File: config.mk
export PLATFORM = sky130hd
export DESIGN_NAME = ir_remote_command_handler
export DESIGN_NICKNAME = d
export VERILOG_FILES = /design/src/logic/ir_remote_pkg.sv /design/src/logic/ir_remote_command_handler.sv
export SDC_FILE = /design/constraint.sdc
export NUM_CORES = 1
export LEC_CHECK = 0
export ABC_AREA = 1
export BUFFER_PORTS_ARGS = -buffer_cell sky130_fd_sc_hd__buf_2
export CAP_MARGIN = 40
export CORE_ASPECT_RATIO = 1.1
export CORE_UTILIZATION = 45
export DETAILED_ROUTE_END_ITERATION = 7
export SETUP_SLACK_MARGIN = 0.05
export SLEW_MARGIN = 25
export SYNTH_ARGS = -nofsm -noshare
export SYNTH_HDL_FRONTEND = slang
export SYNTH_SLANG_ARGS = --single-unit
File: constraint.sdc
create_clock -name i_clk -period 3.6 [get_ports i_clk]
set_input_delay 0.18 -clock i_clk [delete_from_list [all_inputs] [get_ports i_clk]]
set_output_delay 0.18 -clock i_clk [all_outputs]
set_load 0.1 [all_outputs]
File: src/logic/ir_remote_pkg.sv
// constants, types and register map of the infrared remote command handler
// assumes a 40 MHz system clock and a decoder that reports button presses
package ir_remote_pkg;

  // ----------------------------------------------------------------
  // register map (word index on the plain register port)
  // ----------------------------------------------------------------
  localparam int ADDR_W = 4;
  localparam logic [ADDR_W-1:0] A_CTRL = 4'h0;
  localparam logic [ADDR_W-1:0] A_CFG_SENS = 4'h1;
  localparam logic [ADDR_W-1:0] A_CFG_DELAY = 4'h2;
  localparam logic [ADDR_W-1:0] A_CFG_TWI = 4'h3;
  localparam logic [ADDR_W-1:0] A_EVENT = 4'h4;
  localparam logic [ADDR_W-1:0] A_FACTOR = 4'h5;
  localparam logic [ADDR_W-1:0] A_TWI_BUS = 4'h6;
  localparam logic [ADDR_W-1:0] A_STATUS = 4'h7;
  localparam logic [ADDR_W-1:0] A_SENS = 4'h8;
  localparam logic [ADDR_W-1:0] A_DELAY = 4'h9;
  localparam logic [ADDR_W-1:0] A_TWI = 4'ha;
  localparam logic [ADDR_W-1:0] A_LEARN = 4'hb;

  // event register bits (write one to fire)
  localparam int EV_DOWNLOAD = 0;
  localparam int EV_TEACH = 1;
  localparam int EV_BUS_RETURN = 2;

  // ----------------------------------------------------------------
  // sensitivity levels per sector
  // ----------------------------------------------------------------
  localparam int SECTORS = 3;
  localparam int SENS_W = 3;
  localparam int SENS_ALL_W = SECTORS * SENS_W;
  localparam logic [SENS_W-1:0] SENS_OFF = 3'h0;
  localparam logic [SENS_W-1:0] SENS_MIN = 3'h1; // 25 %
  localparam logic [SENS_W-1:0] SENS_MAX = 3'h4; // 100 %

  // ----------------------------------------------------------------
  // timing
  // ----------------------------------------------------------------
  localparam int CLK_NS = 25;
  localparam int ONE_SEC_NS = 1_000_000_000;
  localparam int SEC_CYC_DEF = ONE_SEC_NS / CLK_NS;
  localparam int FLASH_MS = 200;
  localparam int FLASH_CYC_DEF = FLASH_MS * 1_000_000 / CLK_NS;
  localparam int HOLD_UNIT_MS = 100;
  localparam int RESET_HOLD_MS = 3000;
  localparam logic [7:0] RESET_HOLD_UNITS = 8'(RESET_HOLD_MS / HOLD_UNIT_MS);
  localparam int LEARN_MAX_H = 255;
  localparam int SEC_PER_H = 3600;
  localparam int DLY_W = 20;
  localparam logic [DLY_W-1:0] LEARN_MAX_S = DLY_W'(LEARN_MAX_H * SEC_PER_H);

  // delay presets in seconds, twilight presets in lux
  localparam logic [DLY_W-1:0] DLY_10S = 20'h0000a;
  localparam logic [DLY_W-1:0] DLY_30S = 20'h0001e;
  localparam logic [DLY_W-1:0] DLY_2M = 20'h00078;
  localparam logic [DLY_W-1:0] DLY_5M = 20'h0012c;
  localparam logic [DLY_W-1:0] DLY_30M = 20'h00708;
  localparam logic [15:0] LUX_10 = 16'h000a;
  localparam logic [15:0] LUX_50 = 16'h0032;
  localparam logic [15:0] LUX_150 = 16'h0096;

  // reset values of the stored configuration
  localparam logic [SENS_ALL_W-1:0] RST_SENS = 9'h0db;
  localparam logic [DLY_W-1:0] RST_DELAY = 20'h0000a;
  localparam logic [15:0] RST_TWI = 16'h0064;

  // ----------------------------------------------------------------
  // types
  // ----------------------------------------------------------------
  typedef enum logic [2:0] {
    MODE_AUTO = 3'b001,
    MODE_ON = 3'b010,
    MODE_OFF = 3'b100
  } mode_t;

  typedef enum logic [4:0] {
    CMD_ON = 5'h00, CMD_AUTO = 5'h01, CMD_OFF = 5'h02,
    CMD_SENS_DN = 5'h03, CMD_SENS_EQ = 5'h04, CMD_SENS_UP = 5'h05,
    CMD_TWI_10 = 5'h06, CMD_TWI_50 = 5'h07, CMD_TWI_150 = 5'h08, CMD_TWI_DAY = 5'h09,
    CMD_TEACH = 5'h0a,
    CMD_DLY_10S = 5'h0b, CMD_DLY_30S = 5'h0c, CMD_DLY_2M = 5'h0d, CMD_DLY_5M = 5'h0e,
    CMD_DLY_30M = 5'h0f, CMD_START = 5'h10, CMD_STOP = 5'h11, CMD_TEST = 5'h12,
    CMD_RESET = 5'h13
  } cmd_t;

  typedef enum logic [1:0] {
    ADJ_NONE = 2'h0, ADJ_DOWN = 2'h1, ADJ_UP = 2'h2
  } adj_t;

  typedef struct packed {
    logic valid;
    cmd_t code;
    logic [7:0] hold; // press duration so far, in hold units
  } cmd_in_t;

  typedef struct packed {
    logic fb1_inact;
    logic fb1_dis;
    logic ir_dis;
    logic dim_min;
    logic test_en;
    logic restore;
    logic twi_dep;
    logic app_light;
  } ctrl_t;

  typedef struct packed {
    logic force_max;
    logic dim_min;
    logic stepdown;
    logic startup;
    logic end_det;
    logic begin_det;
  } tx_t;

endpackage

File: src/logic/ir_remote_command_handler.sv
// infrared remote command handler for motion function block 1
// assumes decoder, adjuster and measured brightness run on i_clk
//
// Behaviour
// - off locks block 1 manually
// - ceiling off sends end, maybe brightness-dependent
// - light-control off steps down or dims min
// - block off discards on/off, back auto
// - bus return restores mode only if set
// - ir disable keeps manual preset
// - manual keeps settings, ignores start/stop
// - walk entry keeps mode, exit auto
// - sensitivity shifts one level, equalise restores
// - sensitivity clamped 25-100 %, never toggles off
// - last sensitivity source wins
// - twilight buttons load 10/50/150 lux, day
// - remote teach stores measured brightness
// - twilight buttons need brightness-dependent config
// - twilight value retained until new setting
// - delay presets, retained, limited overwriters
// - start launches timer, begin or startup
// - stop adopts time, ends, re-enables block
// - timer saturates 255 h, then discarded
// - listed events abort learning, keep delay, a delay preset loads its value
// - factor ignored while learning, twilight works
// - walk test accepts only sensitivity, test
// - reset after 3 s hold restores config
// - accepted command flashes indicator
// - only block 1 is touched
// - auto cancels lock without telegram
`timescale 1ns/1ps

module ir_remote_command_handler
#(
  parameter int SEC_CYC = ir_remote_pkg::SEC_CYC_DEF,
  parameter int FLASH_CYC = ir_remote_pkg::FLASH_CYC_DEF
)
(
  input wire logic i_clk,
  input wire logic i_reset_n,
  input wire ir_remote_pkg::cmd_in_t i_cmd,
  input wire logic i_adj_valid,
  input wire ir_remote_pkg::adj_t i_adj_step,
  input wire logic [15:0] i_brightness,
  input wire logic i_presence,
  input wire logic [ir_remote_pkg::ADDR_W-1:0] i_addr,
  input wire logic [31:0] i_wdata,
  input wire logic i_wr,
  input wire logic i_rd,
  output logic [31:0] o_rdata,
  output ir_remote_pkg::mode_t o_mode,
  output logic o_fb1_hold,
  output logic o_walk_test,
  output logic o_bright_indep,
  output ir_remote_pkg::tx_t o_tx,
  output logic [ir_remote_pkg::SENS_ALL_W-1:0] o_sens,
  output logic [ir_remote_pkg::DLY_W-1:0] o_delay_s,
  output logic [15:0] o_twilight,
  output logic o_twi_day,
  output logic o_ack_led
);
  import ir_remote_pkg::*;

  // ----------------------------------------------------------------
  // state
  // ----------------------------------------------------------------
  typedef struct packed {
    ctrl_t ctrl;
    logic [SENS_ALL_W-1:0] sens_cfg;
    logic [DLY_W-1:0] delay_cfg;
    logic [15:0] twi_cfg;
    mode_t mode;
    logic walk;
    logic fb1_hold;
    logic learn;
    logic [DLY_W-1:0] learn_s;
    logic [31:0] pre;
    logic bright_indep;
    logic [SENS_ALL_W-1:0] sens;
    logic [DLY_W-1:0] delay;
    logic [15:0] twi;
    logic twi_day;
    logic rst_fired;
    logic [31:0] flash;
    logic ack_led;
    tx_t tx;
    logic [31:0] rdata;
  } state_t;

  state_t q;
  state_t d;

  // ----------------------------------------------------------------
  // decode
  // ----------------------------------------------------------------
  logic [SENS_ALL_W-1:0] sens_dn;
  logic [SENS_ALL_W-1:0] sens_up;
  logic cmd_new;
  logic go;
  logic fb1_off;
  logic manual;
  logic walk_ok;
  logic is_twi;
  logic is_dly;
  logic on_go;
  logic off_go;
  logic auto_go;
  logic sens_go;
  logic twi_go;
  logic dly_go;
  logic start_go;
  logic stop_go;
  logic test_go;
  logic rst_go;
  logic timeout;
  logic abort;
  logic ev_dl;
  logic ev_teach;
  logic ev_ret;
  logic wr_factor;

  // clamp keeps a disabled sector off and an enabled one at 25 % or more
  for (genvar g = 0; g < SECTORS; g++)
  begin : g_sec
    logic [SENS_W-1:0] c;
    assign c = q.sens_cfg[g*SENS_W +: SENS_W];
    assign sens_dn[g*SENS_W +: SENS_W] = (c > SENS_MIN) ? c - 3'h1 : c;
    assign sens_up[g*SENS_W +: SENS_W] = (c != SENS_OFF && c < SENS_MAX) ? c + 3'h1 : c;
  end

  // repeats of a held button are dropped, only reset looks at the hold time
  assign cmd_new = i_cmd.valid && !q.ctrl.ir_dis;
  assign fb1_off = q.ctrl.fb1_dis || q.ctrl.fb1_inact;
  assign manual = q.mode != MODE_AUTO;
  assign walk_ok = i_cmd.code inside {CMD_SENS_DN, CMD_SENS_EQ, CMD_SENS_UP, CMD_TEST};
  assign is_twi = i_cmd.code inside {CMD_TWI_10, CMD_TWI_50, CMD_TWI_150, CMD_TWI_DAY,
    CMD_TEACH};
  assign is_dly = i_cmd.code inside {CMD_DLY_10S, CMD_DLY_30S, CMD_DLY_2M, CMD_DLY_5M,
    CMD_DLY_30M};
  assign go = cmd_new && i_cmd.hold == 8'h00 && (!q.walk || walk_ok);
  assign on_go = go && i_cmd.code == CMD_ON && !fb1_off;
  assign off_go = go && i_cmd.code == CMD_OFF && !fb1_off;
  assign auto_go = go && i_cmd.code == CMD_AUTO;
  assign sens_go = go && i_cmd.code inside {CMD_SENS_DN, CMD_SENS_EQ, CMD_SENS_UP};
  assign twi_go = go && is_twi && q.ctrl.twi_dep;
  assign dly_go = go && is_dly;
  assign start_go = go && i_cmd.code == CMD_START && !manual && !q.learn && !fb1_off;
  assign stop_go = go && i_cmd.code == CMD_STOP && !manual && q.learn;
  assign test_go = go && i_cmd.code == CMD_TEST && q.ctrl.test_en;
  assign rst_go = cmd_new && !q.walk && i_cmd.code == CMD_RESET && !q.rst_fired
    && i_cmd.hold >= RESET_HOLD_UNITS;
  assign timeout = q.learn && q.learn_s == LEARN_MAX_S;
  assign abort = q.learn && (dly_go || fb1_off || (test_go && !q.walk) || q.ctrl.ir_dis
    || on_go || off_go || timeout);
  assign ev_dl = i_wr && i_addr == A_EVENT && i_wdata[EV_DOWNLOAD];
  assign ev_teach = i_wr && i_addr == A_EVENT && i_wdata[EV_TEACH];
  assign ev_ret = i_wr && i_addr == A_EVENT && i_wdata[EV_BUS_RETURN];
  assign wr_factor = i_wr && i_addr == A_FACTOR;

  // ----------------------------------------------------------------
  // next state
  // ----------------------------------------------------------------
  always_comb
  begin
    d = q;
    d.tx = '0;
    d.rdata = '0;

    // register writes
    if (i_wr && i_addr == A_CTRL)
    begin
      d.ctrl = i_wdata[$bits(ctrl_t)-1:0];
    end
    else if (i_wr && i_addr == A_CFG_SENS)
    begin
      d.sens_cfg = i_wdata[SENS_ALL_W-1:0];
    end
    else if (i_wr && i_addr == A_CFG_DELAY)
    begin
      d.delay_cfg = i_wdata[DLY_W-1:0];
    end
    else if (i_wr && i_addr == A_CFG_TWI)
    begin
      d.twi_cfg = i_wdata[15:0];
    end
    else if (i_wr && i_addr == A_TWI_BUS)
    begin
      d.twi = i_wdata[15:0];
      d.twi_day = 1'b0;
    end

    // register reads, data stand in the next cycle only
    if (i_rd && i_addr == A_CTRL)
    begin
      d.rdata = 32'(q.ctrl);
    end
    else if (i_rd && i_addr == A_CFG_SENS)
    begin
      d.rdata = 32'(q.sens_cfg);
    end
    else if (i_rd && i_addr == A_CFG_DELAY)
    begin
      d.rdata = 32'(q.delay_cfg);
    end
    else if (i_rd && i_addr == A_CFG_TWI)
    begin
      d.rdata = 32'(q.twi_cfg);
    end
    else if (i_rd && i_addr == A_STATUS)
    begin
      d.rdata = 32'({q.twi_day, q.bright_indep, q.fb1_hold, q.learn, q.walk, q.mode});
    end
    else if (i_rd && i_addr == A_SENS)
    begin
      d.rdata = 32'(q.sens);
    end
    else if (i_rd && i_addr == A_DELAY)
    begin
      d.rdata = 32'(q.delay);
    end
    else if (i_rd && i_addr == A_TWI)
    begin
      d.rdata = 32'(q.twi);
    end
    else if (i_rd && i_addr == A_LEARN)
    begin
      d.rdata = 32'(q.learn_s);
    end

    // configuration download, adjuster, bus objects
    if (ev_dl)
    begin
      d.sens = q.sens_cfg;
      d.delay = q.delay_cfg;
      d.twi = q.twi_cfg;
      d.twi_day = 1'b0;
    end
    if (i_adj_valid)
    begin
      case (i_adj_step)
        ADJ_DOWN: d.sens = sens_dn;
        ADJ_UP: d.sens = sens_up;
        default: d.sens = q.sens_cfg;
      endcase
    end
    if (wr_factor && !q.learn)
    begin
      d.delay = i_wdata[DLY_W-1:0];
    end
    if (ev_teach)
    begin
      d.twi = i_brightness;
      d.twi_day = 1'b0;
    end

    // learning timer, counts whole seconds
    if (q.learn)
    begin
      if (q.pre == 32'(SEC_CYC - 1))
      begin
        d.pre = '0;
        d.learn_s = (q.learn_s == LEARN_MAX_S) ? q.learn_s : q.learn_s + 20'h00001;
      end
      else
      begin
        d.pre = q.pre + 32'h1;
      end
    end

    // operating mode buttons; telegrams go to block 1 outputs only
    if (on_go)
    begin
      d.mode = MODE_ON;
      if (q.ctrl.app_light)
      begin
        d.tx.force_max = i_presence;
        d.tx.startup = !i_presence;
      end
      else
      begin
        d.tx.begin_det = 1'b1;
        d.bright_indep = 1'b1;
      end
    end
    if (off_go)
    begin
      d.mode = MODE_OFF;
      if (q.ctrl.app_light)
      begin
        d.tx.stepdown = i_presence && !q.ctrl.dim_min;
        d.tx.dim_min = i_presence && q.ctrl.dim_min;
      end
      else
      begin
        d.tx.end_det = 1'b1;
        d.bright_indep = !q.ctrl.twi_dep;
      end
    end
    if (auto_go)
    begin
      d.mode = MODE_AUTO;
      d.bright_indep = 1'b0;
    end

    // sensitivity buttons
    if (sens_go)
    begin
      case (i_cmd.code)
        CMD_SENS_DN: d.sens = sens_dn;
        CMD_SENS_UP: d.sens = sens_up;
        default: d.sens = q.sens_cfg;
      endcase
    end

    // twilight buttons
    if (twi_go)
    begin
      d.twi_day = 1'b0;
      case (i_cmd.code)
        CMD_TWI_10: d.twi = LUX_10;
        CMD_TWI_50: d.twi = LUX_50;
        CMD_TWI_150: d.twi = LUX_150;
        CMD_TWI_DAY: d.twi_day = 1'b1;
        default: d.twi = i_brightness;
      endcase
    end

    // delay presets
    if (dly_go)
    begin
      case (i_cmd.code)
        CMD_DLY_10S: d.delay = DLY_10S;
        CMD_DLY_30S: d.delay = DLY_30S;
        CMD_DLY_2M: d.delay = DLY_2M;
        CMD_DLY_5M: d.delay = DLY_5M;
        default: d.delay = DLY_30M;
      endcase
    end

    // learning start and stop
    if (start_go)
    begin
      d.learn = 1'b1;
      d.learn_s = '0;
      d.pre = '0;
      d.fb1_hold = 1'b1;
      d.tx.begin_det = !q.ctrl.app_light;
      d.tx.startup = q.ctrl.app_light;
    end
    if (stop_go && !timeout)
    begin
      d.learn = 1'b0;
      d.fb1_hold = 1'b0;
      d.delay = q.learn_s;
      d.tx.end_det = !q.ctrl.app_light;
      d.tx.stepdown = q.ctrl.app_light;
    end
    if (abort)
    begin
      d.learn = 1'b0;
      d.fb1_hold = 1'b0;
      d.delay = (dly_go || !wr_factor) ? d.delay : q.delay;
    end

    // walking test
    if (test_go)
    begin
      d.walk = !q.walk;
      if (q.walk)
      begin
        d.mode = MODE_AUTO;
        d.bright_indep = 1'b0;
      end
    end

    // long-press reset, once per press
    if (cmd_new && i_cmd.code == CMD_RESET && i_cmd.hold < RESET_HOLD_UNITS)
    begin
      d.rst_fired = 1'b0;
    end
    if (rst_go)
    begin
      d.rst_fired = 1'b1;
      d.sens = q.sens_cfg;
      d.delay = q.delay_cfg;
      d.twi = q.twi_cfg;
      d.twi_day = 1'b0;
    end

    // block 1 off drops the preset; bus return picks the mode
    if (fb1_off)
    begin
      d.mode = MODE_AUTO;
      d.bright_indep = 1'b0;
    end
    else if (ev_ret && !q.ctrl.restore)
    begin
      d.mode = MODE_AUTO;
      d.bright_indep = 1'b0;
    end

    // acknowledge flash
    if (on_go || off_go || auto_go || sens_go || twi_go || dly_go || start_go || stop_go
      || test_go || rst_go)
    begin
      d.flash = 32'(FLASH_CYC - 1);
      d.ack_led = 1'b1;
    end
    else if (q.flash != 32'h0)
    begin
      d.flash = q.flash - 32'h1;
    end
    else
    begin
      d.ack_led = 1'b0;
    end
  end

  // ----------------------------------------------------------------
  // registers
  // ----------------------------------------------------------------
  always_ff @(posedge i_clk or negedge i_reset_n)
  begin
    if (!i_reset_n)
    begin
      q <= '0;
      q.ctrl.test_en <= 1'b1;
      q.mode <= MODE_AUTO;
      q.sens_cfg <= RST_SENS;
      q.sens <= RST_SENS;
      q.delay_cfg <= RST_DELAY;
      q.delay <= RST_DELAY;
      q.twi_cfg <= RST_TWI;
      q.twi <= RST_TWI;
    end
    else
    begin
      q <= d;
    end
  end

  assign o_rdata = q.rdata;
  assign o_mode = q.mode;
  assign o_fb1_hold = q.fb1_hold;
  assign o_walk_test = q.walk;
  assign o_bright_indep = q.bright_indep;
  assign o_tx = q.tx;
  assign o_sens = q.sens;
  assign o_delay_s = q.delay;
  assign o_twilight = q.twi;
  assign o_twi_day = q.twi_day;
  assign o_ack_led = q.ack_led;
endmodule // ir_remote_command_handler

==> qor.yml, run 1 <==
status: "finished clean"
cts_setup_buffers: 0
first_pass_iters: 7
r2r-end: "o_delay_s[19]"
synthTopCellsByArea: "dfrtp_1 33%, nand2_1 13%, nand3_1 6.2%"
synthCells: 2121
setup_viol: 0
cts-root-buf: "clkbuf_16"
cpMaxStageDelayCell: "dfrtp_1"
tightestPinTransition_ns: 0.948
grt.overflow.total: 0
ys_warn_count: 0
cp_max_fo: 16
finalHoldViolCount: 0
grt_start_max_net_pins: 114
cts_buffers: 26
grt_pass1_vias: 13900
wl_per_cell_um: 18.5
synthArstFlopShare_pct: 100
power_density_nw_per_um2: 527
max_freq_ghz: 0.340
synth.yosys.seq_area_share_pct: 36.8
synth_edf_count: 0
vias_per_cell: 5.60
areaGrowthSynthToFinish_pct: 11.6
r2r_setup_slack_ns: 0.66
rsz0062_at_grt: "no"
synth.top_cell.area_share_pct: 32.5
htreeDepth: 1
seq_power_share_pct: 38.7
ys_types: 54
drt-total-wl_mm: 49.0
critical_path_depth: 13
final_antenna_net_count: 0
startpoint: "q[151]"
core-area_sq_um: 32400
ys_ff_latch: 217
cp_top_family: "simple AND/OR/NAND/NOR gates"
insertion_delay_ns: 0.57
die_height_um: 193
worstRegToRegCells: 13
fp.dieArea_sq_um: 33700
clkTransAtPathRegs_ns: 0.06
finalMaxSlewViolations: 0
nets: 2292
ctsResizeCount: 0
yosys-top-cells-count: "522 x nand2_1, 234 x inv_1, 193 x dfrtp_1"
drtIter0Drc: 1475
ir_worst_vdd_v: 0.000370
yosysTopAreaCell: "dfrtp_1"
worstPathRequired_ns: 4.11
num_vias: 14800
path_class: "reg -> reg"
placed_cell_area_sq_um: 15400
clkSinkCount: 217
holdCritPathClass: "in -> reg"
fin_crit_ns: 2.94
synthesis.area_sq_um: 14800
critPathBufInv: 3
postLayoutCellArea_sq_um: 16600
max_stage_delay_ns: 0.51
grt_pass1_wl_mm: 77.9
endpoint_kind: "flop"
grt.total_usage_pct: 29.2
rows: 69
worstPathCellList: "inv_1 > ha_1 > nand2_1 > nor2_1 > nand3_1 > nor2_1 > clkinv_1 > nand3_2 > nand3_1 > nand2_1 > buf_4 > nand3_1 > nand2_1"
p_sw_share_pct: 41.1
dp_hpwl_mm: 35.7
critPathArrivalTime_ns: 3.45
leakage_nw: 7.93
timing.rr.start: "q[151]"
cts_tree: "done"
place_congestion: 0.984
die_x_um: 175
pwr-share-comb_pct: 30.2
avgSynthCellArea_sq_um: 7.00
skew_ns: 0.0342
antenna_found_initial: 1
port_buffers: 140
io_pins: 165
switchingPower_mw: 3.58
cp-start-kind: "flop"
ys.flop_type: "dfrtp_1"
layout-drive-gt1-share_pct: 13.4
clockBufferDepth: 3
cp-endpoint: "o_delay_s[19]"
initial_core_util_pct: 45.9
drv_cap: 0
clock_power_share_pct: 31.1
yosysMostFrequentCell: "nand2_1"
drc_errors: 0
setup_tns_ns: 0
utilization_pct: 51.2
p_int_mw: 5.14
max-slew-margin-rel_pct: 36.8
finalCritPeriodShare_pct: 81.7
==> layout by cell type, fill, tap and decap left out, drive strengths merged, types with 6 or more instances in the layout <==
master       netlist  layout
xor2              44      44
dlygate4sd3        0      29
o211ai            31      31
a22oi             13      13
nor2             201     201
dfstp             24      24
o22ai             18      18
a21oi             69      69
clkbuf            38      32
nor4              13      13
nor3              67      67
nand3            189     189
xnor2              7       7
o2111ai           14      14
inv              243     243
ha                17      17
or2               12      12
nand2            528     528
conb               1      12
clkinv             6      17
dfrtp            193     193
nand4             57      57
o21ai            180     180
buf              122     171
o31ai              6       6
==> registers in the layout (all words and copies together) (netlist names) <==
signal          cells
o_ack_led           1
o_sens              9
o_twi_day           1
g_sec.c             9
o_walk_test         1
o_twilight         16
q                 129
o_delay_s          20
o_rdata            20
o_mode              3
o_bright_indep      1
o_fb1_hold          1
o_tx                6
==> logic make-up (layout without fill, tap and decap cells) <==
family | after synthesis | after routing | synth area share, %
flip-flops | 217 | 217 | 36.8
XOR/XNOR | 51 | 51 | 3.01
buffers and inverters | 409 | 498 | 13.0
adder cells (fa/ha/maj) | 17 | 17 | 1.43
other | 1 | 13 | 0.0253
AO/OA/AOI/OAI | 352 | 352 | 13.7
AND/OR/NAND/NOR | 1074 | 1074 | 32.0
==> final cells by class <==
type	count	area, sq um
inverters	249	935
clock buffers	31	689
fillers	3206	15800
repair buffers	201	1260
well taps	426	533
multi-input cells	1506	7500
flip-flops and latches	217	5460
diodes	1	2.50
clock inverters	17	179
==> routing by layer <==
metal  routed length, um  vias to the layer above  part of all wire (%)  track usage, %
met3                3520                      101                   7.2            3.62
met1               21000                     7009                    43            39.6
li1                    -                     7085                     -               -
met5                   0                        -                     0               0
met4                1480                        0                   3.0            10.2
met2               23000                      625                    47            48.1
==> metrics by stage <==
stage / hold WS, ns / setup WS [ns] / power, mW / instances
5_1_grt: 0.0395 / 0.476 / 9.16 / 2648
6_report: 0.0237 / 0.658 / 8.72 / 2648
3_5_place_dp: 0.323 / 0.750 / 6.00 / 2568
4_1_cts: 0.00768 / 0.751 / 8.74 / 2645
3_3_place_gp: 0.338 / 0.832 / 5.96 / 2568
2_1_floorplan: -0.116 / 1.14 / 5.43 / 2132
==> worst min-delay path by stage <==
stage	startpoint	endpoint	slack [ns]	depth (start not counted)
6_report	i_wdata[8]	q[185]	0.02	3
5_1_grt	i_cmd[11]	q[71]	0.04	3
4_1_cts	i_wdata[8]	q[201]	0.008	3
3_5_place_dp	i_reset_n	q[124]	0.32	1
3_3_place_gp	i_reset_n	q[124]	0.34	1
2_1_floorplan	i_reset_n	g_sec[0].c[2]	-0.12	0
==> power by group through the flow <==
stage	logic [mW]	registers (mW)	clock network (mW)
2_1_floorplan	2.18	3.25	0
3_3_place_gp	2.56	3.39	0
3_5_place_dp	2.60	3.40	0
4_1_cts	2.63	3.36	2.75
5_1_grt	2.89	3.43	2.85
6_report	2.63	3.38	2.71
==> tightest hold or removal path, stage by stage <==
cell     delay [ns]
buf_2          0.08
inv_1          0.12
o21ai_0        0.18
==> what timing repair did <==
item,4_1_cts,5_1_grt
hold buffers,29,0
endpoints found under the hold margin,138,0
endpoints found under the setup margin,0,0
No activity file was read; power rests on OpenSTA's default activity.
==> run 2: changes to the inputs <==
==> constraint.sdc (replaced) <==
create_clock -name i_clk -period 3 [get_ports i_clk]
set_input_delay 0.15 -clock i_clk [delete_from_list [all_inputs] [get_ports i_clk]]
set_output_delay 0.15 -clock i_clk [all_outputs]
set_load 0.1 [all_outputs]
==> qor.yml, run 2 (synthesis gave the netlist of run 1 again) <==
port_buffers: 140  # unchanged
critPathArrivalTime_ns: 3.12  # was 3.45 ns
worstPathCellList: "inv_1 > ha_1 > nand2_1 > nor2_1 > nand3_1 > nor2_1 > clkinv_1 > nand3_2 > nand3_1 > nand2_1 > buf_12 > nand3_1 > nand2_1"  # was inv_1 > ha_1 > nand2_1 > nor2_1 > nand3_1 > nor2_1 > clkinv_1 > nand3_2 > nand3_1 > nand2_1 > buf_4 > nand3_1 > nand2_1
pre_cts_ws_ns: 0.391  # was 0.750 ns
max_stage_delay_ns: 0.49  # was 0.51 ns
critical_path_depth: 13  # unchanged
areaGrowthSynthToFinish_pct: 12.3  # was 11.6%
grt.overflow.total: 0  # unchanged
drc_errors: 0  # unchanged
grt_pass1_wl_mm: 78.0  # was 77.9 mm
status: "finished clean"  # unchanged
holdWs_ns: 0.0101  # was 0.0237 ns
num_vias: 14800  # about the same
finalHoldViolCount: 0  # unchanged
wl_per_cell_um: 18.5  # about the same
antenna_found_initial: 1  # unchanged
critPathBufInv: 3  # unchanged
layout-drive-gt1-share_pct: 14.0  # was 13.4%
finalCritPeriodShare_pct: 87.7  # was 81.7%
core-area_sq_um: 32400  # unchanged
cts-root-buf: "clkbuf_16"  # unchanged
worstPathRequired_ns: 3.49  # was 4.11 ns
setup_tns_ns: 0  # unchanged
layout_commonest_cell: "nand2_1"  # unchanged
startpoint: "q[151]"  # unchanged
regMostFlops: "q"  # unchanged
cp_top_family: "simple AND/OR/NAND/NOR gates"  # unchanged
holdPathStages: 5  # was 3
die_height_um: 193  # unchanged
grt.total_usage_pct: 29.4  # was 29.2%
final_cell_mix: "521 x nand2_1, 234 x inv_1, 193 x dfrtp_1"  # unchanged
max_freq_ghz: 0.380  # was 0.340 GHz
cts_buffers: 25  # was 26
dp_hpwl_mm: 36.9  # was 35.7 mm
worstHoldStart: "i_adj_valid"  # was i_wdata[8]
first_pass_iters: 6  # was 7
endpoint_kind: "flop"  # unchanged
clockBufferDepth: 3  # unchanged
skew_ns: 0.0169  # was 0.0342 ns
leakage_nw: 8.00  # was 7.93 nW
place_congestion: 0.983  # was 0.984
grt_pass1_vias: 14000  # was 13.9k
die_x_um: 175  # unchanged
ir_worst_vdd_v: 0.000542  # was 0.000370 V
timing.rr.start: "q[151]"  # unchanged
cp_max_fo: 16  # unchanged
fp.dieArea_sq_um: 33700  # unchanged
htreeDepth: 1  # unchanged
postLayoutCellArea_sq_um: 16700  # was 16600 sq um
fin_crit_ns: 2.63  # was 2.94 ns
clkTransAtPathRegs_ns: 0.07  # was 0.06 ns
clkSinkCount: 217  # unchanged
final.setup.worst_slack_ns: 0.369  # was 0.658 ns
drtIter0Drc: 1371  # was 1475
initial_core_util_pct: 45.9  # unchanged
drv_cap: 0  # unchanged
utilization_pct: 51.5  # was 51.2%
worstRegToRegCells: 13  # unchanged
rsz0062_at_grt: "no"  # unchanged
placed_cell_area_sq_um: 15500  # was 15400 sq um
holdCritPathClass: "in -> reg"  # unchanged
largest_reg_flops: 129  # unchanged
power_density_nw_per_um2: 624  # was 527 nW/um^2
setup_viol: 0  # unchanged
grt_start_max_net_pins: 86  # was 114
rows: 69  # unchanged
nets: 2308  # was 2292
drt-total-wl_mm: 49.3  # was 49.0 mm
cp-start-kind: "flop"  # unchanged
vias_per_cell: 5.57  # was 5.60
path_class: "reg -> reg"  # unchanged
cts_setup_buffers: 0  # unchanged
tightestPinTransition_ns: 0.837  # was 0.948 ns
io_pins: 165  # unchanged
finalMaxSlewViolations: 0  # unchanged
final_antenna_net_count: 0  # unchanged
cpMaxStageDelayCell: "dfrtp_1"  # unchanged
insertion_delay_ns: 0.56  # was 0.57 ns
max-slew-margin-rel_pct: 44.1  # was 36.8%
cts_tree: "done"  # unchanged
[run 2: layer usage]
metal,routed length (um),track usage (%),vias up
met3,3410,3.86,113
met4,1940,11.7,0
li1,-,-,7106
met1,20900,39.1,7000
met5,0,0,-
met2,23000,48.3,618
[run 2: power breakdown]
part	internal, mW	switching, mW	total (mW)	leakage [nW]
Sequential	3.47	0.587	4.06	2.66
Clock	1.80	1.36	3.16	0.415
Combinational	0.822	2.36	3.19	4.93
[run 2: layout make-up]
class,count,area (sq um)
Antenna cell,1,2.50
Clock buffer,30,674
Clock inverter,16,165
Fill cell,3279,15700
Inverter,249,935
Multi-Input combinational cell,1506,7500
Sequential cell,217,5460
Tap cell,426,533
Timing Repair Buffer,218,1400
[run 2: worst min-delay path: stages]
cell and delay (ns):
buf_2 0.11, o21ai_0 0.09, o21bai_1 0.07, nand3_1 0.07, nand3_1 0.06
[run 2: repair_timing]
action | CTS | global route
hold buffers | 30 | 0
hold endpoints to repair | 116 | 0
gates resized for setup | 0 | 0
[run 2: per-stage QoR]
step	cells	power, mW
finish	2663	10.4
global route	2663	10.9
CTS	2661	10.4
detailed placement	2585	7.23
global placement	2584	7.18
floorplan	2132	6.51
[run 2: worst paths after layout]
path                                  to  slack, ns
setup / recovery           o_delay_s[19]       0.37
max in group asynchronous  g_sec[2].c[0]       1.92
hold / removal                 o_sens[3]       0.01
min in group asynchronous         q[222]       0.22
hold reg to reg            o_twilight[2]       0.50
setup reg to reg           o_delay_s[19]       0.37
==> run 3: changes to the inputs <==
--- a/config.mk
+++ b/config.mk
@@ -8,9 +8,10 @@
 export ABC_AREA = 1
 export BUFFER_PORTS_ARGS = -buffer_cell sky130_fd_sc_hd__buf_2
 export CAP_MARGIN = 40
-export CORE_ASPECT_RATIO = 1.1
-export CORE_UTILIZATION = 45
+export CORE_ASPECT_RATIO = 0.6
+export CORE_UTILIZATION = 60
 export DETAILED_ROUTE_END_ITERATION = 7
+export PLACE_DENSITY = 0.81
 export SETUP_SLACK_MARGIN = 0.05
 export SLEW_MARGIN = 25
 export SYNTH_ARGS = -nofsm -noshare
==> qor.yml, run 3 (synthesis gave the netlist of run 1 again) <==
fp.dieArea_sq_um: 25400  # was 33700 sq um
max_stage_delay_ns: 0.51  # was 0.49 ns
holdPathStages: 5  # unchanged
grt_pass1_vias: 13800  # was 14.0k
io_pins: 165  # unchanged
ir_worst_vdd_v: 0.000450  # was 0.000542 V
clockBufferDepth: 3  # unchanged
path_class: "reg -> reg"  # unchanged
grt.total_usage_pct: 40.2  # was 29.4%
clkTransAtPathRegs_ns: 0.07  # about the same
holdCritPathClass: "in -> reg"  # unchanged
insertion_delay_ns: 0.55  # was 0.56 ns
power_density_nw_per_um2: 623  # was 624 nW/um^2
initial_core_util_pct: 61.3  # was 45.9%
antenna_found_initial: 2  # was 1
r2r_setup_slack_ns: 0.33  # was 0.37 ns
rsz0062_at_grt: "no"  # unchanged
cp-start-kind: "flop"  # unchanged
crit_path_frequent_cell: "nand2_1"
first_pass_iters: 6  # unchanged
num_vias: 15700  # was 14.8k
wl_per_cell_um: 20.0  # was 18.5 um
vias_per_cell: 6.14  # was 5.57
status: "finished clean"  # unchanged
ctsResizeCount: 0  # unchanged
grt.overflow.total: 0  # unchanged
max_freq_ghz: 0.375  # was 0.380 GHz
layout-drive-gt1-share_pct: 13.6  # was 14.0%
worstRegToRegCells: 10  # was 13
dp_cells: 2480  # was 2585
worstHoldStart: "i_adj_valid"  # unchanged
grt_start_max_net_pins: 66  # was 86
grt_pass1_wl_mm: 78.2  # was 78.0 mm
cpMaxStageDelayCell: "dfrtp_1"  # unchanged
largest_reg_flops: 129  # unchanged
htreeDepth: 1  # unchanged
final_antenna_net_count: 0  # unchanged
drv_cap: 0  # unchanged
max-slew-margin-rel_pct: 43.6  # was 44.1%
dp_hpwl_mm: 38.7  # was 36.9 mm
cts.hold.buffers_added: 30  # unchanged
finalHoldViolCount: 0  # unchanged
worstPathCellList: "inv_1 > ha_1 > nand3_1 > nor2_1 > nand2_1 > nor2_1 > nand3b_1 > nand2_1 > nand3_1 > nand2_1"  # was inv_1 > ha_1 > nand2_1 > nor2_1 > nand3_1 > nor2_1 > clkinv_1 > nand3_2 > nand3_1 > nand2_1 > buf_12 > nand3_1 > nand2_1
leakage_nw: 7.96  # was 8.00 nW
cp_max_fo: 20  # was 16
nFillCells: 2136  # was 3279
skew_ns: 0.0187  # was 0.0169 ns
drc_errors: 0  # unchanged
final_cells: 2555  # was 2663
die_x_um: 205  # was 175 um
setup_viol: 0  # unchanged
regMostFlops: "q"  # unchanged
drtIter0Drc: 2591  # was 1371
finalCritPeriodShare_pct: 88.9  # was 87.7%
final_cell_mix: "521 x nand2_1, 234 x inv_1, 193 x dfrtp_1"  # unchanged
clkSinkCount: 217  # unchanged
cts_tree: "done"  # unchanged
cts-root-buf: "clkbuf_16"  # unchanged
cts_buffers: 23  # was 25
finalMaxSlewViolations: 0  # unchanged
holdPathEnd: "o_sens[3]"  # unchanged
nets: 2305  # was 2308
critPathArrivalTime_ns: 3.09  # was 3.12 ns
tightestPinTransition_ns: 0.844  # was 0.837 ns
endpoint_kind: "flop"  # unchanged
rows: 44  # was 69
drt-total-wl_mm: 51.2  # was 49.3 mm
port_buffers: 140  # unchanged
cts_setup_buffers: 0  # unchanged
timing.rr.start: "q[151]"  # unchanged
worstPathRequired_ns: 3.42  # was 3.49 ns
setup_tns_ns: 0  # unchanged
die_height_um: 124  # was 193 um
r2r-end: "o_delay_s[13]"  # was o_delay_s[19]
layout_commonest_cell: "nand2_1"  # unchanged
place_congestion: 1.12  # was 0.983
core-area_sq_um: 24200  # was 32400 sq um
areaGrowthSynthToFinish_pct: 10.7  # was 12.3%
fin_crit_ns: 2.67  # was 2.63 ns
[run 3: cell type report]
type	instances	area, sq um	area share [%]
tap	322	403	2.45
timing repair buffer	217	1400	8.52
clock buffer	31	646	3.93
multi-input combinational	1506	7500	45.6
sequential	217	5460	33.2
clock inverter	11	93.8	0.571
antenna	2	5.00	0.0304
inverter	249	935	5.68
[run 3: worst max-delay path by stage]
| stage | from | endpoint | slack [ns] | cells after the start |
|---|---|---|---|---|
| finish | q[151] | o_delay_s[13] | 0.33 | 10 |
| floorplan | o_fb1_hold | o_delay_s[5] | 0.54 | 11 |
| CTS | q[151] | o_delay_s[13] | 0.46 | 10 |
| global route | q[227] | o_delay_s[13] | 0.13 | 12 |
| detailed placement | q[151] | o_delay_s[13] | 0.49 | 10 |
| global placement | q[119] | q[164] | 0.49 | 9 |
[run 3: critical path, delay by kind of cell (launching register included)]
| kind | cells | cell delay [ns] |
|---|---|---|
| adders and majority gates | 1 | 0.23 |
| DFF | 1 | 0.51 |
| buffers and inverters | 1 | 0.18 |
| and+or+nand+nor | 8 | 1.60 |
[run 3: through the flow]
| stage | worst slack [ns] | util (%) | area [sq um] | total power, mW | hold WS, ns |
|---|---|---|---|---|---|
| floorplan | 0.545 | - | 14900 | 6.51 | -0.146 |
| global placement | 0.492 | 63.5 | 15400 | 7.15 | 0.128 |
| detailed placement | 0.487 | 63.5 | 15400 | 7.25 | 0.130 |
| CTS | 0.465 | 67.8 | 16400 | 10.2 | 0.0229 |
| global route | 0.133 | 67.9 | 16400 | 10.7 | 0.0499 |
| finish | 0.334 | 67.9 | 16400 | 10.2 | 0.0390 |
[run 3: metal layers]
metal / GRT usage, % / routed length, um / vias up / share of wire, %
met5: 0 / 0 / - / 0
met4: 8.52 / 1280 / 0 / 2.5
met3: 13.6 / 8110 / 120 / 16
met2: 53.1 / 19600 / 1191 / 38
met1: 62.2 / 22200 / 7265 / 43
li1: - / - / 7104 / -
[run 3: power by group]
group	leakage, nW	switching, mW	internal (mW)
Sequential	2.66	0.598	3.47
Clock	0.368	1.32	1.61
Combinational	4.93	2.44	0.815
Total	7.96	4.35	5.89
